<file path="config.mk">
export PLATFORM = sky130hd
export DESIGN_NAME = link_selftest_return_width
export DESIGN_NICKNAME = d
export VERILOG_FILES = /design/src/common/link_selftest_pkg.sv /design/src/hdl/link_selftest_return_width.sv
export SDC_FILE = /design/constraint.sdc
export NUM_CORES = 1
export LEC_CHECK = 0
export ABC_AREA = 1
export ABC_CLOCK_PERIOD_IN_PS = 3300
export BUFFER_PORTS_ARGS = -buffer_cell sky130_fd_sc_hd__buf_2
export CAP_MARGIN = 20
export CELL_PAD_IN_SITES_DETAIL_PLACEMENT = 0
export CELL_PAD_IN_SITES_GLOBAL_PLACEMENT = 1
export CORE_AREA = 2 2 161 163
export DETAILED_ROUTE_END_ITERATION = 8
export DIE_AREA = 0 0 163 165
export GPL_TIMING_DRIVEN = 0
export PLACE_DENSITY_LB_ADDON = 0.15
export SYNTH_ARGS = -nofsm -noshare
export SYNTH_HDL_FRONTEND = slang
export SYNTH_SLANG_ARGS = --single-unit
</file>
<file path="constraint.sdc">
create_clock -name clock -period 3.3 [get_ports clock]
set_input_delay 0.165 -clock clock [delete_from_list [all_inputs] [get_ports clock]]
set_output_delay 0.165 -clock clock [all_outputs]
set_load 0.01 [all_outputs]
</file>
<file path="src/common/link_selftest_pkg.sv">
// Purpose: shared constants and types for the link self-test block
// Assumes: 32-bit link data, one word per system clock
// Notes:   register map is word aligned on AHB-Lite
package link_selftest_pkg;

    localparam int DATA_W = 32;

    // width select codes
    localparam logic [1:0] WSEL_32 = 2'h0;
    localparam logic [1:0] WSEL_16 = 2'h1;
    localparam logic [1:0] WSEL_8  = 2'h2;

    // highest walking-one index per width
    localparam logic [5:0] LAST_32 = 6'h20;
    localparam logic [5:0] LAST_16 = 6'h10;
    localparam logic [5:0] LAST_8  = 6'h08;

    // return channel: consecutive bad words that break a 16-cycle pulse
    localparam logic [4:0] RET_FAIL_CNT = 5'h10;
    // test request low to link down low, in clock cycles
    localparam int TEST_LD_MAX_CYC = 4;
    // cycles after reset release at which width select is sampled
    localparam logic [1:0] CFG_SAMPLE_CYC = 2'h2;

    // register offsets (byte addresses)
    localparam logic [7:0] CTRL_OFS   = 8'h00;
    localparam logic [7:0] STATUS_OFS = 8'h04;
    // field positions
    localparam int CTRL_ERR_CLR_BIT = 0;
    localparam logic [31:0] REG_RESET = 32'h0000_0000;

    // word in flight on the forward link
    typedef struct packed {
        logic        test;
        logic        valid;
        logic        ctrl_n;
        logic [31:0] data;
        logic        par;
    } fwd_word_t;

    // word in flight on the return link
    typedef struct packed {
        logic [3:0] lines;
        logic       par;
    } ret_word_t;

    typedef enum logic [1:0] {
        ST_IDLE = 2'b00,
        ST_PREP = 2'b01,
        ST_RUN  = 2'b10
    } test_state_t;

endpackage : link_selftest_pkg

</file>
<file path="src/hdl/link_selftest_return_width.sv">
// Purpose: self-test pattern, return lines and width select of the link
// Assumes: clock is the source clock; dest_clock is sampled as an input
// Notes:   the physical link is modelled as one register stage each way
// Notes on behaviour
// - source mirrors four return inputs on outputs
// - delivered return pulses last at least 16
// - bad return word leaves outputs unchanged
// - persistent return errors drop source link down
// - return lines run in test, low in reset
// - width codes 32/16/8, code 11 reserved
// - width sampled once after reset release
// - unused upper inputs ignored, outputs grounded
// - test request low enters test mode
// - zero word ctrl low, then walking one
// - pattern cycle length is width plus one
// - destination checks pattern, latches data error
// - pulse gives one cycle, finish on release
// - link down low within 4 cycles
// - write enable off in test unless forwarded
// - flow stop pauses pattern only when forwarding
// - clear errors and buffers on test edges
// - return channel errors in test mode also latch data error
// - link down low throughout test mode
// - destination link down leads first test word
// - link down releases automatically after test
//
// Local design decisions: the register offsets and register access over AHB-Lite.
`timescale 1ns/100ps
module link_selftest_return_width (
    // system
    input  wire logic        clock,
    input  wire logic        nrst,
    // AHB-Lite slave
    input  wire logic        hsel,
    input  wire logic [31:0] haddr,
    input  wire logic [1:0]  htrans,
    input  wire logic        hwrite,
    input  wire logic [2:0]  hsize,
    input  wire logic [31:0] hwdata,
    input  wire logic        hready,
    output logic      [31:0] hrdata,
    output logic             hreadyout,
    output logic             hresp,
    // front-end board side of the source card
    input  wire logic        test_request_n,
    input  wire logic        source_write_en_n,
    input  wire logic [31:0] source_data,
    input  wire logic [1:0]  width_select,
    output logic             src_link_down_n,
    output logic             src_test_led,
    output logic      [3:0]  return_out,
    // readout board side of the destination card
    input  wire logic        dest_clock,
    input  wire logic        test_forward_n,
    input  wire logic        flow_stop_n,
    input  wire logic [3:0]  return_in,
    output logic             dst_link_down_n,
    output logic             dst_test_led,
    output logic             data_error_n,
    output logic             dest_write_en_n,
    output logic             control_flag_n,
    output logic      [31:0] dest_data,
    // physical link error injection
    input  wire logic        fwd_fault,
    input  wire logic        ret_fault
);

    ////////////////////////////////////////////////////////////////////
    // helpers

    function automatic logic [5:0] last_index(input logic [1:0] code);
        last_index = (code == link_selftest_pkg::WSEL_16) ?
                     link_selftest_pkg::LAST_16 :
                     (code == link_selftest_pkg::WSEL_8) ?
                     link_selftest_pkg::LAST_8 :
                     link_selftest_pkg::LAST_32;
    endfunction : last_index

    function automatic logic [31:0] width_mask(input logic [1:0] code);
        width_mask = (code == link_selftest_pkg::WSEL_16) ? 32'h0000_ffff :
                     (code == link_selftest_pkg::WSEL_8)  ? 32'h0000_00ff :
                     32'hffff_ffff;
    endfunction : width_mask

    // index 0 is the zero word, index n carries a one on bit n-1
    function automatic logic [31:0] walk_word(input logic [5:0] idx);
        logic [5:0] sh;
        sh = idx - 6'h01;
        walk_word = (idx == 6'h00) ? 32'h0000_0000 :
                    (32'h0000_0001 << sh[4:0]);
    endfunction : walk_word

    ////////////////////////////////////////////////////////////////////
    // pin synchronisers: all external levels pass two flops

    localparam int SYNC_W = 45;
    logic [SYNC_W-1:0] pin_s1_reg;
    logic [SYNC_W-1:0] pin_s2_reg;
    wire  [SYNC_W-1:0] pin_raw = {test_request_n, test_forward_n,
                                  flow_stop_n, width_select, return_in,
                                  dest_clock, source_write_en_n,
                                  source_data, fwd_fault, ret_fault};

    always_ff @(posedge clock or negedge nrst)
        if (!nrst)
        begin
            pin_s1_reg <= '0;
            pin_s2_reg <= '0;
        end
        else
        begin
            pin_s1_reg <= pin_raw;
            pin_s2_reg <= pin_s1_reg;
        end

    wire        req_low   = ~pin_s2_reg[44];
    wire        fwd_on    = ~pin_s2_reg[43];
    wire        flow_stop = ~pin_s2_reg[42];
    wire [1:0]  wsel_s    = pin_s2_reg[41:40];
    wire [3:0]  ret_in_s  = pin_s2_reg[39:36];
    wire        dclk_s    = pin_s2_reg[35];
    wire        src_we    = ~pin_s2_reg[34];
    wire [31:0] src_dat_s = pin_s2_reg[33:2];
    wire        ffault_s  = pin_s2_reg[1];
    wire        rfault_s  = pin_s2_reg[0];

    ////////////////////////////////////////////////////////////////////
    // width configuration, caught once after reset release

    logic [1:0] cfg_cnt_reg;
    logic       cfg_done_reg;
    logic [1:0] width_reg;
    wire        cfg_take = ~cfg_done_reg &
                           (cfg_cnt_reg == link_selftest_pkg::CFG_SAMPLE_CYC);

    // waits for the synchroniser to fill before sampling
    always_ff @(posedge clock or negedge nrst)
        if (!nrst)
        begin
            cfg_cnt_reg  <= 2'h0;
            cfg_done_reg <= 1'b0;
            width_reg    <= link_selftest_pkg::WSEL_32;
        end
        else
        begin
            cfg_cnt_reg  <= cfg_done_reg ? cfg_cnt_reg : cfg_cnt_reg + 2'h1;
            cfg_done_reg <= cfg_done_reg | cfg_take;
            if (cfg_take)
                width_reg <= wsel_s;
        end

    wire [5:0]  last_idx = last_index(width_reg);
    wire [31:0] wmask    = width_mask(width_reg);

    ////////////////////////////////////////////////////////////////////
    // test pattern sequencer (source card)

    link_selftest_pkg::test_state_t state_reg, state_next;
    logic [5:0] idx_reg, idx_next;
    logic       test_q_reg;

    wire test_active = (state_reg != link_selftest_pkg::ST_IDLE);
    wire test_edge   = test_active ^ test_q_reg;
    wire stall       = fwd_on & flow_stop;
    wire wrap        = (idx_reg == last_idx);

    always_comb
    begin
        state_next = state_reg;
        idx_next   = idx_reg;
        case (state_reg)
            link_selftest_pkg::ST_IDLE:
                if (req_low && cfg_done_reg)
                    state_next = link_selftest_pkg::ST_PREP;
            link_selftest_pkg::ST_PREP:
            begin
                state_next = link_selftest_pkg::ST_RUN;
                idx_next   = 6'h00;
            end
            link_selftest_pkg::ST_RUN:
                if (!stall)
                begin
                    if (!wrap)
                        idx_next = idx_reg + 6'h01;
                    else
                    begin
                        idx_next = 6'h00;
                        // a cycle always runs to its end once started
                        if (!req_low)
                            state_next = link_selftest_pkg::ST_IDLE;
                    end
                end
            default:
                state_next = link_selftest_pkg::ST_IDLE;
        endcase
    end

    always_ff @(posedge clock or negedge nrst)
        if (!nrst)
        begin
            state_reg  <= link_selftest_pkg::ST_IDLE;
            idx_reg    <= 6'h00;
            test_q_reg <= 1'b0;
        end
        else
        begin
            state_reg  <= state_next;
            idx_reg    <= idx_next;
            test_q_reg <= test_active;
        end

    ////////////////////////////////////////////////////////////////////
    // forward link word: test pattern or user data

    link_selftest_pkg::fwd_word_t fwd_reg, fwd_next;
    logic src_ld_n_reg;
    wire sending = (state_reg == link_selftest_pkg::ST_RUN) & ~stall;

    always_comb
    begin
        fwd_next        = '0;
        fwd_next.test   = test_active;
        fwd_next.ctrl_n = 1'b1;
        if (sending)
        begin
            fwd_next.valid  = 1'b1;
            fwd_next.ctrl_n = (idx_reg != 6'h00);
            fwd_next.data   = walk_word(idx_reg);
        end
        else if (!test_active && src_ld_n_reg)
        begin
            fwd_next.valid = src_we;
            fwd_next.data  = src_dat_s & wmask;
        end
        // anything pending is dropped when test mode flips
        if (test_edge)
            fwd_next.valid = 1'b0;
        fwd_next.par = ^{fwd_next.ctrl_n, fwd_next.data} ^ ffault_s;
    end

    always_ff @(posedge clock or negedge nrst)
        if (!nrst)
            fwd_reg <= '0;
        else
            fwd_reg <= fwd_next;

    ////////////////////////////////////////////////////////////////////
    // return channel: sampled on dest_clock edges, checked at source

    logic      dclk_d_reg;
    logic      ret_vld_reg;
    logic      rfail_reg;
    logic [4:0] rerr_cnt_reg;
    logic [3:0] ret_out_reg;
    link_selftest_pkg::ret_word_t ret_reg;

    wire dtick    = dclk_s & ~dclk_d_reg;
    wire ret_good = ~(^{ret_reg.lines, ret_reg.par});
    wire ret_bad  = ret_vld_reg & ~ret_good;
    wire [4:0] rerr_inc = rerr_cnt_reg + 5'h01;

    // one return word per rising destination clock edge
    always_ff @(posedge clock or negedge nrst)
        if (!nrst)
        begin
            dclk_d_reg  <= 1'b0;
            ret_vld_reg <= 1'b0;
            ret_reg     <= '0;
        end
        else
        begin
            dclk_d_reg  <= dclk_s;
            ret_vld_reg <= dtick;
            if (dtick)
            begin
                ret_reg.lines <= ret_in_s;
                ret_reg.par   <= (^ret_in_s) ^ rfault_s;
            end
        end

    // outputs follow good words only; bad words are skipped, so a
    // 32-cycle pulse stays at least 16 long until the fail trips
    always_ff @(posedge clock or negedge nrst)
        if (!nrst)
        begin
            ret_out_reg  <= 4'h0;
            rerr_cnt_reg <= 5'h00;
            rfail_reg    <= 1'b0;
        end
        else if (ret_vld_reg)
        begin
            if (ret_good)
            begin
                ret_out_reg  <= ret_reg.lines;
                rerr_cnt_reg <= 5'h00;
            end
            else
            begin
                rerr_cnt_reg <= rerr_inc;
                if (rerr_inc >= link_selftest_pkg::RET_FAIL_CNT)
                    rfail_reg <= 1'b1;
            end
        end

    ////////////////////////////////////////////////////////////////////
    // source link down and indicator

    // latched return failure clears only by reset; test clears itself
    always_ff @(posedge clock or negedge nrst)
        if (!nrst)
            src_ld_n_reg <= 1'b0;
        else
            src_ld_n_reg <= ~(req_low | test_active | rfail_reg);

    ////////////////////////////////////////////////////////////////////
    // destination card: outputs, pattern check, error latch

    logic        dst_test_reg;
    logic        dst_ld_n_reg;
    logic        we_n_reg;
    logic        ctrl_n_reg;
    logic [31:0] ddata_reg;
    logic [5:0]  dexp_reg;
    logic        err_reg;
    logic        sw_clr;

    wire par_bad  = ~(^{fwd_reg.ctrl_n, fwd_reg.data}) ^ 1'b1 ^
                    fwd_reg.par;
    wire mismatch = (fwd_reg.data != walk_word(dexp_reg)) |
                    (fwd_reg.ctrl_n != (dexp_reg != 6'h00));
    wire chk_word = fwd_reg.valid & fwd_reg.test;
    wire err_set  = (fwd_reg.valid & par_bad) |
                    (chk_word & mismatch) |
                    (fwd_reg.test & ret_bad);
    wire err_clr  = test_edge | sw_clr;
    wire we_now   = fwd_reg.valid & (~fwd_reg.test | fwd_on);

    // a new error wins over a clear in the same cycle
    always_ff @(posedge clock or negedge nrst)
        if (!nrst)
            err_reg <= 1'b0;
        else
            err_reg <= err_set | (err_reg & ~err_clr);

    // expected index restarts on each entry into test mode
    always_ff @(posedge clock or negedge nrst)
        if (!nrst)
            dexp_reg <= 6'h00;
        else if (!fwd_reg.test)
            dexp_reg <= 6'h00;
        else if (chk_word)
            dexp_reg <= (dexp_reg == last_idx) ? 6'h00 : dexp_reg + 6'h01;

    // test flag arrives one cycle ahead of the first word
    always_ff @(posedge clock or negedge nrst)
        if (!nrst)
        begin
            dst_test_reg <= 1'b0;
            dst_ld_n_reg <= 1'b0;
            we_n_reg     <= 1'b1;
            ctrl_n_reg   <= 1'b1;
            ddata_reg    <= 32'h0000_0000;
        end
        else
        begin
            dst_test_reg <= fwd_reg.test;
            dst_ld_n_reg <= ~fwd_reg.test;
            we_n_reg     <= ~we_now;
            if (we_now)
            begin
                ctrl_n_reg <= fwd_reg.ctrl_n;
                ddata_reg  <= fwd_reg.data & wmask;
            end
        end

    ////////////////////////////////////////////////////////////////////
    // AHB-Lite slave: zero wait states, always OKAY

    logic        ph_wr_reg;
    logic [7:0]  ph_addr_reg;
    logic [31:0] rdata_reg;

    wire        addr_ph = hsel & htrans[1] & hready;
    wire [31:0] status  = {20'h00000, ret_out_reg, ~dst_ld_n_reg,
                           ~src_ld_n_reg, width_reg, rfail_reg, err_reg,
                           dst_test_reg, test_active};
    wire [31:0] rmux    = (haddr[7:0] == link_selftest_pkg::STATUS_OFS) ?
                          status : link_selftest_pkg::REG_RESET;
    assign sw_clr = ph_wr_reg &
                    (ph_addr_reg == link_selftest_pkg::CTRL_OFS) &
                    hwdata[link_selftest_pkg::CTRL_ERR_CLR_BIT];

    // read data captured in the address phase, shown in the data phase
    always_ff @(posedge clock or negedge nrst)
        if (!nrst)
        begin
            ph_wr_reg   <= 1'b0;
            ph_addr_reg <= 8'h00;
            rdata_reg   <= link_selftest_pkg::REG_RESET;
        end
        else
        begin
            ph_wr_reg   <= addr_ph & hwrite;
            ph_addr_reg <= haddr[7:0];
            if (addr_ph && !hwrite)
                rdata_reg <= rmux;
        end

    ////////////////////////////////////////////////////////////////////
    // outputs

    assign hrdata          = rdata_reg;
    assign hreadyout       = 1'b1;
    assign hresp           = 1'b0;
    assign src_link_down_n = src_ld_n_reg;
    assign src_test_led    = test_active;
    assign return_out      = ret_out_reg;
    assign dst_link_down_n = dst_ld_n_reg;
    assign dst_test_led    = dst_test_reg;
    assign data_error_n    = ~err_reg;
    assign dest_write_en_n = we_n_reg;
    assign control_flag_n  = ctrl_n_reg;
    assign dest_data       = ddata_reg;
endmodule : link_selftest_return_width

</file>
Yosys cells after proc, flatten, opt, wreduce, memory -nomap -nowiden
Cells that the tools add are included.
Storage, ports and cells
  memories kept: 0
  bits in registers: 241
  RAM bits: 0
  latch bits: 0
  word-level logic and storage cells: 146
  bits in read-only memories: 0
Cells by class
  reductions and logical operators: 21
  bitwise operators: 46
  multiplexer cells: 25
  $mul: 0
  $lt $le $gt $ge: 1
  shift-type cells: 2
  equal/unequal tests: 15
  div/mod/pow operators: 0
  $add $sub $neg: 6
Operators by type and width (number)
  $mux 32: 6
  $reduce_xor 33->1: 2
  $and 32x32->32: 2
  $shl 1x5->32 const A: 2
  $mux 6: 7
  $ne 32x32->1: 1
  $and 1x1->1: 16
  $not 1->1: 15
  $add 6x1->6 const B: 2
  $eq 6x6->1: 2
  $logic_not 6->1: 2
  $mux 12: 1
  $pmux 6 s2: 1
  $reduce_bool 6->1: 2
  $sub 5x1->5 const B: 2
  $or 1x1->1: 9
  $eq 8x3->1 const B: 1
  $logic_not 8->1: 1
  $mux 2: 4
  $ne 2x2->1 const B: 4
  $eq 2x2->1 const B: 3
  $pmux 2 s3: 1
  $add 5x1->5 const B: 1
  $ge 5x5->1 const B: 1
  other kinds (16): 28

Depth between registers and ports, before layout
Gate-level depths: netlist (run 1).
  depth in word-level cells: 9
  depth in mapped cells: 22
  depth with buffers taken out: 22

Worst setup path before layout (run 1)
No wires, ideal clock.
  kind: register to register
  start: register idx_reg[0]
  end: register fwd_reg[0] (netlist name)
  arrival time: 2.405 ns
  cell stages (with the launch flop): 18
  period minus slack after synthesis: 2.522 ns
  library setup time: 0.117 ns
  path slack: 0.778 ns
  path buffers: 0
  data required time: 3.183 ns
  cells stage by stage: dfrtp_1 inv_1 ha_1 ha_1 nor2_1 nand3_2 o21ai_0 nand2_1 nand2_1 nand2_2 nand2_2 nor2_1 nor2_2 nand2_1 nand2_1 nand2_1 nand3_1 nand2_1
RTL lines
  start, declared: RTL line link_selftest_return_width.sv:159  | logic [5:0] idx_reg, idx_next;
  start signal, assigned: RTL line link_selftest_return_width.sv:208  | idx_reg <= idx_next;
  end signal, assigned: RTL line link_selftest_return_width.sv:245  | fwd_reg <= fwd_next;
  end, declared: RTL line link_selftest_return_width.sv:215  | link_selftest_pkg::fwd_word_t fwd_reg, fwd_next;

==> out/metrics.csv, run 1 <==
metric;value;unit
Post-synth EDFFs;0;
Final period util;87.7;%
Yosys cell types;48;
Least-Margin Pin Slew;714;ps
IO Count;196;
Sw Ratio;40.3;%
core region area;0.0250;mm2
Yosys top cell by area;dfrtp_1;
Clk pwr share;25.4;%
Compound-Gate Fraction of Synth Area;8.17;%
peak supply drop;0.000462;V
Chip Width;163;um
share of layout cells above drive strength 1;18.5;%
Crit Reg-Reg Startpoint;idx_reg[0];
status;complete, no violations;
placed inst area;0.0115;mm2
WP buf/inv;3;
clk_skew;12.6;ps
crit path launch;idx_reg[0];
worst-case clock buffer depth;3;
starting DRC count in detailed routing;431;
Clock transition at path regs;60;ps
Psw;0.00416;W
CTS H-Tree Depth;1;
post-synthesis simple-gate area fraction;22.8;%
ranking of synthesized cells by area;dfrtp_1 (53%), nand2_1 (12%), nor2_1 (4.9%);
vias;7891;
clk root buf;clkbuf_16;
die area;0.0269;mm2
min Tclk post-route;2890;ps
area growth from synthesis to final layout;23.3;%
Leak;6.53;nW
placer congestion estimate;0.872;
combinational power share;41.9;%
Slowest cell on crit path;dfrtp_1;
relative slew slack;51.2;%
Flop pwr share;32.7;%
main combinational cell family by area after synthesis;simple AND/OR/NAND/NOR gates;
initial antenna violation count;0;
ANT nets after route;0;
max-slew violation count;0;
Crit path max-delay family;simple AND/OR/NAND/NOR gates;
CTS buffer count;24;
max-cap violations;0;
adder-cell area share of the yosys netlist;2.04;%
DRC;0;
Post-Synth XOR/XNOR Area;6.70;%
DRT Pass-1 Iters;5;
Pwr Density;802;mW/mm2
Final Cell Area;0.0129;mm2
Initial Util;41.6;%
element type at the critical path start;flop;
Vias/cell;4.52;
required time worst endpoint;3700;ps
wirelength, routed;24000;um
yosys warns;0;
HP Start;htrans[1];
pin count of the biggest net entering global routing;127;
Register Area;0.00553;mm2
GRT Util Overall;18.5;%
Finish-stage setup viols;0;
vias in the first global route;7812;
FFs w/ async S/R, synth;100;%
mux share of post-synthesis cell area;0.108;%
RSZ-0062 raised after global routing;no;
first-pass GRT wire length;39600;um
global route total overflow;0;
Multi-input gate area;0.00424;mm2
hold_ws;64.7;ps
hpwl dp;17900;um
CP arrival;3300;ps
mean post-synth cell area;8.84;um2
antenna diode count;0;
fin util;51.4;%
Port Buf Inserts;114;
Critical Path Sink Type;flop;
worst-skew pair later-pin latency;520;ps
CTS tree;done;
post-synthesis cell count;1180;
synthesized area;0.0104;mm2
clk sinks;221;
most frequently used flop master after synthesis;dfrtp_1;
Internal Power;0.00616;W
Seq cells post-synth;221;
Power, Total;0.0103;W
critical path, cell by cell;inv_1 -> ha_2 -> ha_1 -> nor2_1 -> nand2_2 -> o21ai_2 -> nand2_1 -> nand2_1 -> nand2_1 -> nand2_2 -> inv_2 -> nand2_1 -> nand2_1 -> nand2_1 -> nand2_1 -> inv_1 -> nand2_1 -> nand3_1 -> nand2_1;
CP dominant cell by count;nand2_1;
register area share after synthesis;53.1;%
Final nets;1532;
# fillers;2376;
Crit Path Class;reg -> reg;
DR WL/cell;13.8;um
FP Rows;58;
slowest cell delay on critical path;430;ps
achievable frequency;0.346;GHz
DIE HEIGHT;165;um
hold crit path type;in -> reg;
Final Hold Vio Count;0;
Crit Path Max Fanout;8;
Synth top area share;52.6;%
[tightest hold or removal path, stage by stage]
cell and delay, ps:
buf_2 90, nand3_1 130, o21ai_0 90, o21ai_0 70
[cell type report]
class / count / share of cell area, %
Clock inverter: 8 / 0.739
Clock buffer: 36 / 5.34
Tap cell: 330 / 3.21
Inverter: 101 / 2.95
Timing Repair Buffer: 170 / 9.01
Buffer: 55 / 2.74
Multi-Input combinational cell: 823 / 33.0
Sequential cell: 221 / 43.0
[metrics by stage]
| step | std cells | TNS (ps) | setup WS, ps |
|---|---|---|---|
| after CTS | 1744 | 0 | 264 |
| after detailed placement | 1645 | 0 | 273 |
| after floorplan | 1200 | 0 | 778 |
| final | 1744 | 0 | 406 |
| after global placement | 1644 | -340530 | -1590 |
| after global routing | 1744 | 0 | 86.1 |
[layer usage]
layer / GRT usage (%) / vias up / wire length [um] / part of all wire [%]
li1: - / 4095 / - / -
met1: 26.0 / 3588 / 11500 / 48
met2: 30.5 / 174 / 11000 / 46
met3: 2.21 / 34 / 967 / 4.0
met4: 5.27 / 0 / 594 / 2.5
met5: 0 / - / 0 / 0
[logic make-up after synthesis]
group                      after synthesis
DFF                                    221
and+or+nand+nor                        574
muxes                                    1
AOI/OAI and AO/OA                      131
other                                    2
adders and majority gates               17
xor gates and xnor gates                78
buffers and inverters                  156
[cell usage after synthesis (2+ instances only)]
library cell,instances
buf_6,4
or2_2,4
clkinv_1,3
nand3b_1,2
buf_4,28
dfstp_2,2
nand2_2,13
nand3_2,3
a2111oi_0,2
nand2_1,331
xor2_2,2
nor4_1,5
a21oi_1,10
nor2_1,137
or3_1,4
conb_1,2
clkbuf_1,13
dfrtp_1,219
o21ai_1,2
o21ai_0,79
o21ai_2,8
xor2_1,35
inv_2,6
nand4_1,6
nor3_1,13
xnor2_1,41
o21bai_2,18
buf_2,9
nand3_1,46
o22ai_2,2
inv_1,92
ha_1,17
nor2_2,7
[path summary, 6_finish.rpt]
| kind | depth (start not counted) | slack (ps) | endpoint |
|---|---|---|---|
| worst min-delay path | 4 | 60 | hrdata[1] |
| max in group asynchronous | 3 | 1980 | pin_s1_reg[5] |
| min in group asynchronous | 2 | 240 | ph_addr_reg[1] |
| worst max-delay path | 19 | 410 | fwd_reg[0] |
| worst min register to register | 0 | 340 | pin_s2_reg[43] |
| worst max register to register | 19 | 410 | fwd_reg[0] |
[layout by cell type (no fill, tap or decap), drive strengths merged, types with 2 or more instances in the layout]
cell / count
nand3b: 2
o21ai: 89
dfstp: 2
a2111oi: 2
nand3: 50
nand2: 345
conb: 22
bufinv: 2
clkinv: 7
ha: 17
a21oi: 10
nor3: 13
clkbuf: 49
nor4: 5
buf: 157
dfrtp: 219
or3: 4
xor2: 37
o22ai: 3
xnor2: 41
clkinvlp: 2
or2: 4
inv: 98
o21bai: 18
nand4: 6
dlygate4sd3: 55
nor2: 145
[power by group through the flow]
stage / Combinational [W] / Sequential, W / Clock [W]
after detailed placement: 0.00428 / 0.00343 / 0
after global routing: 0.00492 / 0.00343 / 0.00281
after floorplan: 0.00316 / 0.00337 / 0
after global placement: 0.00427 / 0.00342 / 0
final: 0.00432 / 0.00337 / 0.00262
after CTS: 0.00435 / 0.00338 / 0.00269
[what timing repair did]
item                                    in CTS  in global routing
gates resized for setup                      0                  3
endpoints found under the hold margin      149                  0
endpoints found under the setup margin       0                  1
hold buffers                                55                  0
buffers inserted                             0                  0
Power figures use the tool's default switching activity.
==> run 2: changes to the inputs <==
- BUFFER_PORTS_ARGS: -buffer_cell sky130_fd_sc_hd__buf_2 -> default
- CORE_AREA: 2 2 161 163 -> 2 2 151 153
- CTS_CLUSTER_DIAMETER: default -> 40
- DIE_AREA: 0 0 163 165 -> 0 0 153 155
- DONT_BUFFER_PORTS: default -> 1
==> run 2 against run 1 <==
- the run now ends with hold timing left
- hold slack worse by 730 ps
- first-iteration DRC count down 13%
- power up 0.80%
- global-route usage up 1.5 points
- flip-flop and latch count unchanged
- critical endpoint unchanged
- highest routed layer unchanged
==> out/metrics.csv, run 2 (synthesis gave the netlist of run 1 again) <==
metric;value;unit;change
Initial Util;46.9;%;+5.3 points
max-cap violations;0;;unchanged
pin count of the biggest net entering global routing;222;;+75%
Final period util;87.7;%;about the same
global route total overflow;0;;unchanged
ANT nets after route;0;;unchanged
RSZ-0062 raised after global routing;no;;
wirelength, routed;23200;um;-3.6%
FP Rows;55;;-5.2%
CTS H-Tree Depth;1;;unchanged
Crit Reg-Reg Startpoint;idx_reg[0];;
DRT Pass-1 Iters;4;;-1
relative slew slack;56.8;%;+5.6 points
worst-case clock buffer depth;3;;unchanged
CP arrival;3310;ps;about the same
Crit Path Max Fanout;8;;unchanged
Final Hold Vio Count;221;;+221
fin util;55.5;%;+4.2 points
max-slew violation count;0;;unchanged
worst-skew pair later-pin latency;530;ps;about the same
status;complete, but fails checks;;
core region area;0.0222;mm2;-11%
DRC;0;;unchanged
DR WL/cell;14.6;um;+5.8%
IO Count;196;;unchanged
Sw Ratio;40.6;%;+0.33 points
clk root buf;clkbuf_16;;
antenna diode count;0;;unchanged
metal1 wirelength;10900;um;-4.6%
element type at the critical path start;flop;;
initial antenna violation count;0;;unchanged
placed insts;1485;;-9.7%
Worst R2R Setup Slack;410;ps;about the same
placer congestion estimate;0.892;;+2.3%
crit path launch;idx_reg[0];;
Flop pwr share;32.9;%;+0.2 points
hold_ws;-669;ps;-733 ps
hpwl dp;17100;um;-4.6%
required time worst endpoint;3710;ps;about the same
Pwr Density;842;mW/mm2;+5.0%
clk_skew;17.3;ps;+4.68 ps
RR Endpoint;fwd_reg[0];;
most common cell after layout, fill and taps aside;nand2_1;;
Setup TNS Final;0;ps;unchanged
# fillers;2073;;-13%
R2R depth;17;;-2
Leak;6.06;nW;-7.2%
Critical Path Sink Type;flop;;
CTS Hold Bufs;57;;+3.6%
Power, Total;0.0104;W;+0.80%
Final nets;1422;;-7.2%
commonest cells after routing, fill and taps aside;nand2_1 (331), dfrtp_1 (219), nor2_1 (137);;
Vias/cell;4.77;;+5.4%
Max Used Layer;met4;;
WL met3;875;um;-9.5%
share of layout cells above drive strength 1;12.2;%;-6.3 points
Clock transition at path regs;60;ps;about the same
Met2 Wirelength;10800;um;-1.6%
peak supply drop;0.000473;V;+2.6%
Finish-stage setup viols;0;;unchanged
hold crit path type;in -> async;;
Least-Margin Pin Slew;632;ps;-82.0 ps
Psw;0.00422;W;+1.6%
min Tclk post-route;2890;ps;-0.793 ps
starting DRC count in detailed routing;375;;-13%
Multi-input gate area;0.00424;mm2;about the same
vias;7584;;-3.9%
GRT Util Overall;20.0;%;+1.5 points
Port Buf Inserts;0;;-100%
vias in the first global route;7438;;-4.8%
CTS tree;done;;
final std cells w/o fill;1590;;-8.8%
die area;0.0237;mm2;-12%
Chip Width;153;um;-6.1%
Register Area;0.00553;mm2;unchanged
clk sinks;221;;unchanged
failing checks;hold timing;;
Crit Path Class;reg -> reg;;
combinational power share;39.1;%;-2.8 points
CTS buffer count;27;;+13%
DIE HEIGHT;155;um;-6.1%
Internal Power;0.00617;W;+0.24%
area growth from synthesis to final layout;18.4;%;
CP endpoint;fwd_reg[0];;
first-pass GRT wire length;38200;um;-3.6%
achievable frequency;0.346;GHz;about the same
Clk pwr share;27.9;%;+2.5 points
==> run 2: layer usage <==
metal / GRT usage [%] / vias to the layer above
met5: 0 / -
met4: 4.67 / 0
met3: 2.90 / 40
met2: 33.2 / 150
met1: 28.1 / 3520
li1: - / 3874
==> run 2: worst min path at each step <==
stage	from	end	slack, ps	cells after the start
after floorplan	nrst	cfg_cnt_reg[0]	-130	0
after global routing	nrst	ph_addr_reg[3]	-690	0
final	nrst	ph_addr_reg[3]	-670	0
after global placement	nrst	ph_addr_reg[1]	-120	0
after CTS	nrst	dest_data[25]	-690	0
after detailed placement	nrst	dest_data[10]	-120	0
==> run 2: through the flow <==
| stage | area, um2 | setup slack [ps] | hold WS, ps |
|---|---|---|---|
| 4_1_cts | 12300 | 302 | -692 |
| 5_1_grt | 12300 | 46.2 | -694 |
| 2_1_floorplan | 10500 | 778 | -131 |
| 6_report | 12300 | 407 | -669 |
| 3_5_place_dp | 10900 | 303 | -124 |
| 3_3_place_gp | 10900 | 326 | -123 |
==> run 2: area by class of cell <==
class | count | share of cell area, %
clock inverter | 21 | 1.91
timing repair buffer | 57 | 4.62
multi-input combinational | 823 | 34.4
inverter | 101 | 3.07
tap | 285 | 2.89
sequential | 221 | 44.8
clock buffer | 27 | 5.47
buffer | 55 | 2.86
==> run 2: power groups by stage <==
stage / sequential, W / clock [W] / combinational (W)
after floorplan: 0.00337 / 0 / 0.00316
after global placement: 0.00347 / 0 / 0.00399
after detailed placement: 0.00348 / 0 / 0.00401
after CTS: 0.00343 / 0.00298 / 0.00409
after global routing: 0.00348 / 0.00309 / 0.00464
final: 0.00342 / 0.00290 / 0.00407
==> run 2: what timing repair did <==
| item | 4_1_cts | 5_1_grt |
|---|---|---|
| endpoints found under the hold margin | 278 | 221 |
| resized for setup | 0 | 2 |
| buffers inserted | 0 | 0 |
| setup endpoints to repair | 0 | 1 |
==> run 2: critical path, cell delays in order (launching register included) <==
cell      delay [ps]
dfrtp_1          430
inv_1            230
ha_1             320
ha_1             320
nor2_1           250
nand2_2          140
o21bai_2         270
nand2_1           90
nand2_1           90
nand2_1           50
nand2_1          100
nand2_1           90
nand2_2           90
inv_1             40
nand2_1           60
nand3_1           80
nand3_1           80
nand2_1           50
